## src/design/qct_pkg.sv

```systemverilog
package qct_pkg;

	localparam int unsigned QCT_TAGS   = 32;
	localparam int unsigned QCT_TAG_W  = 5;
	localparam int unsigned QCT_ADDR_W = 8;

	localparam logic [7:0] OFS_CTRL     = 8'h00;
	localparam logic [7:0] OFS_PENDING  = 8'h04;
	localparam logic [7:0] OFS_ISSUE    = 8'h08;
	localparam logic [7:0] OFS_STATUS   = 8'h0c;
	localparam logic [7:0] OFS_DONE     = 8'h10;
	localparam logic [7:0] OFS_VEC_BASE = 8'h80;

	localparam int unsigned CTRL_DEPTH_LSB  = 0;
	localparam logic [5:0]  CTRL_DEPTH_RST  = 6'h20;
	localparam int unsigned ISSUE_TAG_LSB   = 0;
	localparam int unsigned ISSUE_WRITE_BIT = 8;

	localparam int unsigned ST_IRQ      = 0;
	localparam int unsigned ST_BUSY     = 1;
	localparam int unsigned ST_TAGERR   = 2;
	localparam int unsigned ST_BUFERR   = 3;
	localparam int unsigned ST_SETUPERR = 4;

	localparam logic        DIR_TO_HOST = 1'b1;

	typedef enum logic [2:0] {
		FR_NONE     = 3'b000,
		FR_REG      = 3'b001,
		FR_SDB      = 3'b010,
		FR_SETUP    = 3'b011,
		FR_ACTIVATE = 3'b100
	} qct_frame_t;

	typedef enum logic [1:0] {
		IS_IDLE = 2'b00,
		IS_SEND = 2'b01,
		IS_WAIT = 2'b10
	} qct_iss_t;

	typedef enum logic [1:0] {
		DM_IDLE = 2'b00,
		DM_LOOK = 2'b01,
		DM_ARM  = 2'b10
	} qct_dma_t;

endpackage

```

## src/design/qct_pending.sv

```systemverilog
`timescale 1ns/1ps
`default_nettype none
module qct_pending
	import qct_pkg::*;
(
	input  wire logic        core_clk_i,
	input  wire logic        nrst_i,
	input  wire logic [31:0] set_i,
	input  wire logic [31:0] clr_i,
	output logic      [31:0] mask_o
);

	logic [31:0] mask_q;

	// New issue wins over a completion on the same bit
	always_ff @(posedge core_clk_i)
	begin
		if (!nrst_i)
			mask_q <= 32'h0;
		else
			mask_q <= (mask_q & ~clr_i) | set_i;
	end

	assign mask_o = mask_q;

endmodule // qct_pending
`default_nettype wire

```

## src/design/qct_vec_mem.sv

```systemverilog
`timescale 1ns/1ps
`default_nettype none
module qct_vec_mem
	import qct_pkg::*;
(
	input  wire logic        core_clk_i,
	input  wire logic        wr_i,
	input  wire logic [4:0]  wr_addr_i,
	input  wire logic [31:0] wr_data_i,
	input  wire logic [4:0]  rd_addr_i,
	output logic      [31:0] rd_data_o
);

	logic [31:0] mem_q [QCT_TAGS];
	logic [31:0] rd_q;

	always_ff @(posedge core_clk_i)
	begin
		if (wr_i)
			mem_q[wr_addr_i] <= wr_data_i;
	end

	always_ff @(posedge core_clk_i)
	begin
		rd_q <= mem_q[rd_addr_i];
	end

	assign rd_data_o = rd_q;

endmodule // qct_vec_mem
`default_nettype wire

```

## src/design/qct_host.sv

```systemverilog
// The strobed register port and the register addresses were left to the implementer.
`timescale 1ns/1ps
`default_nettype none
module qct_host
	import qct_pkg::*;
(
	input  wire logic        core_clk_i,
	input  wire logic        nrst_i,
	input  wire logic [7:0]  sw_addr_i,
	input  wire logic [31:0] sw_wdata_i,
	input  wire logic        sw_wr_i,
	input  wire logic        sw_rd_i,
	output logic      [31:0] sw_rdata_o,
	output logic             cmd_valid_o,
	output logic      [4:0]  cmd_tag_o,
	output logic             cmd_write_o,
	input  wire logic        cmd_ready_i,
	input  wire logic        rx_valid_i,
	input  wire qct_frame_t  rx_type_i,
	input  wire logic        rx_busy_i,
	input  wire logic        rx_irq_i,
	input  wire logic [31:0] rx_bits_i,
	input  wire logic [31:0] rx_bufid_lo_i,
	input  wire logic [31:0] rx_bufid_hi_i,
	input  wire logic        rx_auto_i,
	input  wire logic        rx_dir_i,
	input  wire logic [31:0] rx_count_i,
	output logic             dma_start_o,
	output logic      [31:0] dma_prd_ptr_o,
	output logic             dma_dir_o,
	output logic      [31:0] dma_count_o,
	output logic             dma_go_o,
	output logic             irq_o
);

	function automatic logic [31:0] tag_bit(input logic [4:0] tag);
		tag_bit = 32'h1 << tag;
	endfunction

	logic [5:0]  depth_q;
	logic [31:0] pend;
	logic [31:0] done_q;
	logic        irq_q;
	logic        tagerr_q;
	logic        buferr_q;
	logic        setuperr_q;
	logic        busy_q;
	logic [31:0] rdata_q;
	qct_iss_t    iss_q;
	logic        cmd_valid_q;
	logic [4:0]  cmd_tag_q;
	logic        cmd_write_q;
	qct_dma_t    dma_q;
	logic [4:0]  su_tag_q;
	logic        su_auto_q;
	logic        su_dir_q;
	logic [31:0] su_count_q;
	logic        dma_start_q;
	logic [31:0] dma_ptr_q;
	logic        dma_dir_q;
	logic [31:0] dma_count_q;
	logic        dma_go_q;
	logic [31:0] vec_rd;

	logic [4:0]  issue_tag;
	logic        issue_req;
	logic        issue_ok;
	logic        sdb;
	logic [31:0] clr_mask;
	logic        sdb_evt;
	logic        setup;
	logic [4:0]  rx_tag;
	logic        bufid_ok;
	logic        setup_ok;
	logic        reg_clr;
	logic        activate;
	logic        st_wr;
	logic        vec_wr;
	logic [31:0] set_mask;

	assign issue_tag = sw_wdata_i[ISSUE_TAG_LSB +: QCT_TAG_W];
	assign issue_req = sw_wr_i && (sw_addr_i == OFS_ISSUE);
	// Only idle, in range and not already outstanding
	assign issue_ok  = issue_req && (iss_q == IS_IDLE) && !busy_q
		&& ({1'b0, issue_tag} < depth_q) && !pend[issue_tag];
	assign set_mask  = issue_ok ? tag_bit(issue_tag) : 32'h0;
	// Completion accepted in any state of the busy flag
	assign sdb       = rx_valid_i && (rx_type_i == FR_SDB);
	assign clr_mask  = sdb ? rx_bits_i : 32'h0;
	assign sdb_evt   = sdb && rx_irq_i && ((rx_bits_i & pend) != 32'h0);
	assign setup     = rx_valid_i && (rx_type_i == FR_SETUP);
	assign rx_tag    = rx_bufid_lo_i[QCT_TAG_W-1:0];
	assign bufid_ok  = (rx_bufid_lo_i[31:QCT_TAG_W] == 27'h0)
		&& (rx_bufid_hi_i == 32'h0);
	assign setup_ok  = setup && bufid_ok && pend[rx_tag] && (dma_q == DM_IDLE);
	assign reg_clr   = rx_valid_i && (rx_type_i == FR_REG) && !rx_busy_i;
	assign activate  = rx_valid_i && (rx_type_i == FR_ACTIVATE);
	assign st_wr     = sw_wr_i && (sw_addr_i == OFS_STATUS);
	assign vec_wr    = sw_wr_i && sw_addr_i[7];

	qct_pending u_pending (
		.core_clk_i (core_clk_i),
		.nrst_i     (nrst_i),
		.set_i      (set_mask),
		.clr_i      (clr_mask),
		.mask_o     (pend)
	);

	qct_vec_mem u_vec (
		.core_clk_i (core_clk_i),
		.wr_i       (vec_wr),
		.wr_addr_i  (sw_addr_i[6:2]),
		.wr_data_i  (sw_wdata_i),
		.rd_addr_i  (rx_tag),
		.rd_data_o  (vec_rd)
	);

	// Queue depth from identification data, programmed by software
	always_ff @(posedge core_clk_i)
	begin
		if (!nrst_i)
			depth_q <= CTRL_DEPTH_RST;
		else if (sw_wr_i && (sw_addr_i == OFS_CTRL))
			depth_q <= sw_wdata_i[CTRL_DEPTH_LSB +: 6];
	end

	// Completed tags, write one to clear, set wins
	always_ff @(posedge core_clk_i)
	begin
		if (!nrst_i)
			done_q <= 32'h0;
		else if (sw_wr_i && (sw_addr_i == OFS_DONE))
			done_q <= (done_q & ~sw_wdata_i) | (clr_mask & pend);
		else
			done_q <= done_q | (clr_mask & pend);
	end

	// Sticky interrupt merges completions until software clears it
	always_ff @(posedge core_clk_i)
	begin
		if (!nrst_i)
			irq_q <= 1'b0;
		else if (sdb_evt)
			irq_q <= 1'b1;
		else if (st_wr && sw_wdata_i[ST_IRQ])
			irq_q <= 1'b0;
	end

	// Error flags, write one to clear, set wins
	always_ff @(posedge core_clk_i)
	begin
		if (!nrst_i)
		begin
			tagerr_q   <= 1'b0;
			buferr_q   <= 1'b0;
			setuperr_q <= 1'b0;
		end
		else
		begin
			tagerr_q   <= (issue_req && !issue_ok)
				|| (tagerr_q && !(st_wr && sw_wdata_i[ST_TAGERR]));
			buferr_q   <= (setup && !bufid_ok)
				|| (buferr_q && !(st_wr && sw_wdata_i[ST_BUFERR]));
			setuperr_q <= (setup && bufid_ok && !setup_ok)
				|| (setuperr_q && !(st_wr && sw_wdata_i[ST_SETUPERR]));
		end
	end

	// Command issue: one command in flight until the drive drops busy
	always_ff @(posedge core_clk_i)
	begin
		if (!nrst_i)
		begin
			iss_q       <= IS_IDLE;
			cmd_valid_q <= 1'b0;
			cmd_tag_q   <= 5'h0;
			cmd_write_q <= 1'b0;
			busy_q      <= 1'b0;
		end
		else
		begin
			case (iss_q)
				IS_IDLE:
				begin
					if (issue_ok)
					begin
						iss_q       <= IS_SEND;
						cmd_valid_q <= 1'b1;
						cmd_tag_q   <= issue_tag;
						cmd_write_q <= sw_wdata_i[ISSUE_WRITE_BIT];
					end
				end
				IS_SEND:
				begin
					if (cmd_ready_i)
					begin
						iss_q       <= IS_WAIT;
						cmd_valid_q <= 1'b0;
						busy_q      <= 1'b1;
					end
				end
				IS_WAIT:
				begin
					if (reg_clr)
					begin
						iss_q  <= IS_IDLE;
						busy_q <= 1'b0;
					end
				end
				default:
				begin
					iss_q       <= IS_IDLE;
					cmd_valid_q <= 1'b0;
					busy_q      <= 1'b0;
				end
			endcase
		end
	end

	// DMA context from setup frame, no interrupt involved
	always_ff @(posedge core_clk_i)
	begin
		if (!nrst_i)
		begin
			dma_q       <= DM_IDLE;
			su_tag_q    <= 5'h0;
			su_auto_q   <= 1'b0;
			su_dir_q    <= 1'b0;
			su_count_q  <= 32'h0;
			dma_start_q <= 1'b0;
			dma_ptr_q   <= 32'h0;
			dma_dir_q   <= 1'b0;
			dma_count_q <= 32'h0;
			dma_go_q    <= 1'b0;
		end
		else
		begin
			dma_start_q <= 1'b0;
			dma_go_q    <= 1'b0;
			case (dma_q)
				DM_IDLE:
				begin
					if (setup_ok)
					begin
						dma_q      <= DM_LOOK;
						su_tag_q   <= rx_tag;
						su_auto_q  <= rx_auto_i;
						su_dir_q   <= rx_dir_i;
						su_count_q <= rx_count_i;
					end
				end
				DM_LOOK:
				begin
					dma_start_q <= 1'b1;
					dma_ptr_q   <= vec_rd;
					dma_dir_q   <= su_dir_q;
					dma_count_q <= su_count_q;
					if (su_dir_q == DIR_TO_HOST || su_auto_q)
					begin
						dma_go_q <= 1'b1;
						dma_q    <= DM_IDLE;
					end
					else
						dma_q <= DM_ARM;
				end
				DM_ARM:
				begin
					if (activate)
					begin
						dma_go_q <= 1'b1;
						dma_q    <= DM_IDLE;
					end
				end
				default: dma_q <= DM_IDLE;
			endcase
		end
	end

	// Register read, data one cycle after the strobe
	always_ff @(posedge core_clk_i)
	begin
		if (!nrst_i)
			rdata_q <= 32'h0;
		else if (sw_rd_i)
		begin
			case (sw_addr_i)
				OFS_CTRL:    rdata_q <= {26'h0, depth_q};
				OFS_PENDING: rdata_q <= pend;
				OFS_ISSUE:   rdata_q <= {23'h0, cmd_write_q, 3'h0, cmd_tag_q};
				OFS_STATUS:  rdata_q <= {27'h0, setuperr_q, buferr_q, tagerr_q,
					busy_q, irq_q};
				OFS_DONE:    rdata_q <= done_q;
				default:     rdata_q <= 32'h0;
			endcase
		end
		else
			rdata_q <= 32'h0;
	end

	assign sw_rdata_o    = rdata_q;
	assign cmd_valid_o   = cmd_valid_q;
	assign cmd_tag_o     = cmd_tag_q;
	assign cmd_write_o   = cmd_write_q;
	assign dma_start_o   = dma_start_q;
	assign dma_prd_ptr_o = dma_ptr_q;
	assign dma_dir_o     = dma_dir_q;
	assign dma_count_o   = dma_count_q;
	assign dma_go_o      = dma_go_q;
	assign irq_o         = irq_q;
endmodule // qct_host
`default_nettype wire

```

## config.mk

```make
export PLATFORM = sky130hd
export DESIGN_NAME = qct_host
export DESIGN_NICKNAME = d
export VERILOG_FILES = /design/src/design/qct_pkg.sv /design/src/design/qct_pending.sv /design/src/design/qct_vec_mem.sv /design/src/design/qct_host.sv
export SDC_FILE = /design/constraint.sdc
export NUM_CORES = 1
export LEC_CHECK = 0
export ABC_AREA = 1
export BUFFER_PORTS_ARGS = -buffer_cell sky130_fd_sc_hd__buf_4
export CORE_UTILIZATION = 45
export DETAILED_ROUTE_END_ITERATION = 6
export MAX_ROUTING_LAYER = met4
export PLACE_DENSITY = 0.66
export SLEW_MARGIN = 40
export SYNTH_ARGS = -nofsm -noshare
export SYNTH_HDL_FRONTEND = slang
export SYNTH_SLANG_ARGS = --single-unit
```

## constraint.sdc

```tcl
create_clock -name core_clk_i -period 4.5 [get_ports core_clk_i]
set_input_delay 0.225 -clock core_clk_i [delete_from_list [all_inputs] [get_ports core_clk_i]]
set_output_delay 0.225 -clock core_clk_i [all_outputs]
set_load 0.05 [all_outputs]
```

# == Word level (Yosys, flattened, before mapping) ==
# Memories as Yosys holds them, arrays and structs flattened. A register that Yosys moved wholly into a read port is not among the register bits.
# Index checks and enable logic that the tools add are counted.
# totals
input_bits,181
out_inout_bits,107
elab_cells,142
ram_bits,1024
regBits,219
n_memories,1
# op_classes
shift,1
reduce_logical,57
eq_ne,17
mux,30
n_bitwise,11
order_cmp,3
# memory_table
memory,words,word_bits,rd,rd_clocked_by_memory_dff,write_ports,line,text
u_vec.mem_q,32,32,1,1,1,qct_vec_mem.sv:14,logic [31:0] mem_q [QCT_TAGS];
# ops
cell,count
one-hot mux 32 bit (5 select lines),1
bitwise AND 32 bit,4
two-way mux 32 bit,3
OR 32 bit,3
inverter 32 bit,2
zero test 32 bit,1
nonzero test 32 bit,1
"<< shifter 1 x 5 -> 32 bit, first input constant",1
logical AND 1 bit,30
zero test 27 bit,1
"equality test 8 x 4 -> 1 bit, second input constant",2
two-way mux 1 bit,13
"less-than comparator 5 x 6 -> 1 bit, second input constant",2
two-way mux 2 bit,6
one-hot mux 2 bit (3 select lines),2
binary-select mux 1 bit (select 5 bit),2
"inequality test 2 bit, second input constant",5
zero test 1 bit,9
AND reduction 3 bit,3
"equality test 8 x 3 -> 1 bit, second input constant",1
"equality test 8 x 5 -> 1 bit, second input constant",1
zero test 8 bit,1
AND reduction 2 bit,4
"equality test 3 x 2 -> 1 bit, second input constant",2
other kinds (11),19

# == Depth between registers and ports, before layout ==
# depth
ltp_word,9
depth_mapped,14
mapped_depth_nobuf,12

# == Modules after synthesis ==
# A second synthesis with hierarchy kept.
# unflattened
cells_unflattened,4995
area_unflattened_um2,52431.5
# modules_own_cells
mod,cells_per_inst,n_inst,area_per_inst_um2,seq_area_each_um2
qct_vec_mem,3536,1,42405.7,31390.1
qct_host,1295,1,8714.6,3743.6
qct_pending,164,1,1311.3,640.6

# == Worst setup path before layout ==
# No wires, ideal clock.
# synth_timing
path_type,input-to-reg
start,input port sw_wr_i
end,memory u_vec.mem_q[6][0] (enable)
arrival_ps,2401
stages,6
setup_ps,421
t_required_ps,4079
n_path_buf,2
slack_ps,1678
path_cell_list,clkbuf_1 -> clkbuf_1 -> nand2_1 -> inv_1 -> nand2_1 -> nor2_1
# synth_between
elab_chain_cells,3
# synth_lines
item,line,text
from (decl),qct_host.sv:11,"input wire logic sw_wr_i,"
logical AND 1 bit,qct_host.sv:99,assign vec_wr = sw_wr_i && sw_addr_i[7];
two-way mux 1 bit,qct_vec_mem.sv:19,if (wr_i)
two-way mux 1 bit (not written as such),qct_vec_mem.sv:20,mem_q[wr_addr_i] <= wr_data_i;
to (decl),qct_vec_mem.sv:14,
# Every way passes these cells.

# == Final worst setup path ==
# layout_timing
start,input port sw_addr_i[1]
end,register done_q[27]
# layout_between
elab_chain_cells,3
# layout_lines
item,line,text
from (decl),qct_host.sv:9,"input wire logic [7:0] sw_addr_i,"
equality test 8 x 5 -> 1 bit,qct_host.sv:132,else if (sw_wr_i && (sw_addr_i == OFS_DONE))
logical AND 1 bit,qct_host.sv:132,
two-way mux 32 bit,qct_host.sv:132,
to (signal assigned),qct_host.sv:133,done_q <= (done_q & ~sw_wdata_i) | (clr_mask & pend);
to (signal assigned),qct_host.sv:135,done_q <= done_q | (clr_mask & pend);
to (decl),qct_host.sv:42,logic [31:0] done_q;
# Every way passes these cells.
# A chain may end at the register's enable or synchronous reset.

==> flow_summary_export.csv <==
group,metric,value,unit
status,status,"completed",
logic_synthesis,syn_nets,4418,
power_and_ir_drop,peakVddDrop,0.3463,mV
place,dp_hpwl,90.69,mm
route,drc,0,
logic_synthesis,ys_seq_elements,1275,
cts,cts_max_path_buffers,3,
logic_synthesis,ys_types,40,
cells_and_area,fin_nets,4726,
cells_and_area,synthToLayoutAreaGrowth,18.86,%
timing,worst_pin_slew,0.9370,ns
timing,report.final.setup_viol,0,
setup_path,worstPathArrival,3.64,ns
cts,cts-root-buf,"clkbuf_16",
die,die_y,335.8,um
route,avgViaCountPerCell,5.986,
timing,max_freq,332.9,MHz
power_and_ir_drop,powerDensity,424.0,nW/um2
timing,relSlewSlack,36.87,%
cts,cts_tree,"done",
cells_and_area,multi_input_area,12900,um2
logic_synthesis,async_flop_share,0,%
route,routed_wl,154.9,mm
global_route,grt_antenna_before_repair,1,
logic_synthesis,ys_warn_count,0,
route,final_antenna_net_count,0,
die,die_x,335.8,um
global_route,grt_max_degree,201,
timing,hold_violations,0,
setup_path,crit_fanout,60,
cts,cts_setup_buffers,0,
cts,clk_latency,0.74,ns
route,vias,36710,
place,port_buffers,287,
logic_synthesis,synthesis.area,50140,um2
die,start_util,45.37,%
global_route,grt_pass1_wl,227.4,mm
logic_synthesis,synth.most_common_cell,"edfxtp_1",
cells_and_area,layout.cells.non_filler,6132,
logic_synthesis,synth_edf_count,1024,
timing,drv_slew,0,
place,dp.cells,5778,
setup_path,crit_required,5.13,ns
logic_synthesis,synth_top_area_share,61.33,%
cells_and_area,seq_area,35770,um2
die,core_area,110500,um2
hold_path,holdCritPathClass,"primary input to register",
cts,cts_buffers,130,
logic_synthesis,synthCells,4230,
power_and_ir_drop,p_leak,20.09,nW
logic_synthesis,yosysSeqAreaShare,71.35,%
global_route,grt_pass1_vias,34970,
cts,clk_pin_slew,0.06,ns
place,place_ws,1.238,ns
cells_and_area,fillers,9150,
setup_path,crit_path_end_kind,"register",
place,gp_congestion,0.9128,
cts,htreeDepth,4,
die,dieArea,112800,um2
cells_and_area,final_util,53.92,%
timing,fin_ws,1.496,ns
logic_synthesis,synth_common_cells,"edfxtp_1 (1,024), nor2_1 (887), o21ai_0 (657), nand2_1 (286), dfxtp_1 (251)",
cells_and_area,drive_gt1_share,13.89,%
run,drv_cap,0,
cts,clock-sinks,1275,
global_route,overflow,0,
global_route,track_usage,27.89,%
route,drtIter0Drc,4629,
route,drt_pass1_iterations,7,
die,rows,122,
logic_synthesis,synth_top_area_cell,"edfxtp_1",
logic_synthesis,postSynthAreaPerCell,11.85,um2
timing,rsz0062_at_grt,"false",
logic_synthesis,synth_top_flop_cell,"edfxtp_1",
setup_path,r2r_cells,10,
timing,min_period,3.004,ns
timing,finClkSkew,0.02946,ns
timing,min_period_over_period,66.75,%
logic_synthesis,ys_top_cells_by_area,"edfxtp_1 (61%), dfxtp_1 (10%), nor2_1 (6.6%)",
setup_path,worstSetupPathType,"primary input to register",
route,routedWlPerCell,25.26,um
die,boundaryPins,288,
timing,tns,0,ns
setup_path,start_kind,"primary input",
cts,post_cts_resized,0,
hold_path,worstHoldPathCells,5,
==> area by class of cell <==
type | instances | share of cell area [%]
clock inverter | 69 | 1.283
sequential | 1275 | 60.03
clock buffer | 168 | 5.906
multi-input combinational | 2540 | 21.64
inverter | 107 | 0.7285
timing repair buffer | 484 | 7.283
antenna | 1 | 0.004199
tap | 1488 | 3.124
==> kinds of logic (layout without fill, tap and decap cells) <==
family	count (synthesis)	after routing	synth area share, %
AO/OA/AOI/OAI	1134	1134	13.78
AND/OR/NAND/NOR	1399	1399	11.27
adder cells (fa/ha/maj)	7	7	0.1747
flip-flops	1275	1275	71.35
other	0	1	0
buffers and inverters	415	828	3.424
==> metal layers <==
layer  up-vias  wire length (um)  global-route usage [%]
met5         -                 0                       -
met4         0              7083                   12.46
met3       338             12910                   3.956
met2      2049             72960                   42.61
met1     18170             61950                   37.17
li1      16150                 -                       -
==> metrics by stage <==
stage | hold slack (ns) | power [mW] | cell area [um2]
floorplan | 0.3239 | 13.76 | 50140
global placement | 0.4364 | 14.48 | 53720
detailed placement | 0.4450 | 14.51 | 54140
CTS | 0.001925 | 25.31 | 59590
global route | 0.04614 | 25.88 | 59590
finish | 0.02246 | 25.27 | 59590
==> state kept, by name, indices dropped and copies added, names as in the netlist, 2 cells and up <==
signal,flops
u_vec.rd_data_o,32
dma_q,2
sw_rdata_o,32
iss_q,2
dma_count_o,32
u_vec.mem_q,1024
cmd_tag_o,5
u_pending.mask_o,32
su_count_q,32
done_q,32
dma_prd_ptr_o,32
depth_q,6
==> power by group <==
| group | internal, mW | total, mW | switching (mW) |
|---|---|---|---|
| clock | 6.31 | 10.9 | 4.59 |
| sequential | 12.8 | 12.9 | 0.0685 |
| combinational | 0.426 | 1.48 | 1.05 |
==> cells in the final DEF, fill, tap and decap left out, types with 89 or more instances in the layout <==
cell / netlist / routed
edfxtp_1: 1024 / 1024
nand3_1: 166 / 166
inv_1: 94 / 89
o221ai_1: 206 / 206
nor2_1: 887 / 854
o21ai_0: 657 / 657
dfxtp_1: 251 / 251
dlygate4sd3_1: 0 / 116
buf_4: 11 / 331
clkbuf_16: 0 / 133
nand2_1: 286 / 286
==> worst max-delay path, cell delays in order <==
cell and delay [ns]:
dlygate4sd3_1 0.54, buf_4 0.13, nor2_1 0.45, nand3_1 0.25
nor2_4 0.17, buf_4 0.56, nand3_1 0.33, a32o_1 0.29
nand2_1 0.06, dlygate4sd3_1 0.57, inv_1 0.04
==> worst paths after layout <==
| kind | from | end | slack, ns |
|---|---|---|---|
| min reg2reg | u_vec.rd_data_o[24]$_DFF_P_ | dma_prd_ptr_o[24]$_SDFFE_PN0P_ | 0.46 |
| max reg2reg | u_pending.mask_o[29]$_SDFF_PN0_ | dma_q[0]$_SDFFE_PN0P_ | 1.86 |
| max | sw_addr_i[1] | done_q[27]$_SDFF_PN0_ | 1.50 |
| min | rx_type_i[2] | dma_q[1]$_SDFFE_PN0P_ | 0.02 |
==> repair_timing <==
item,in CTS,in global routing
endpoints found under the hold margin,1025,0
endpoints found under the setup margin,0,0
hold buffers,116,0
Power figures use the tool's default switching activity.
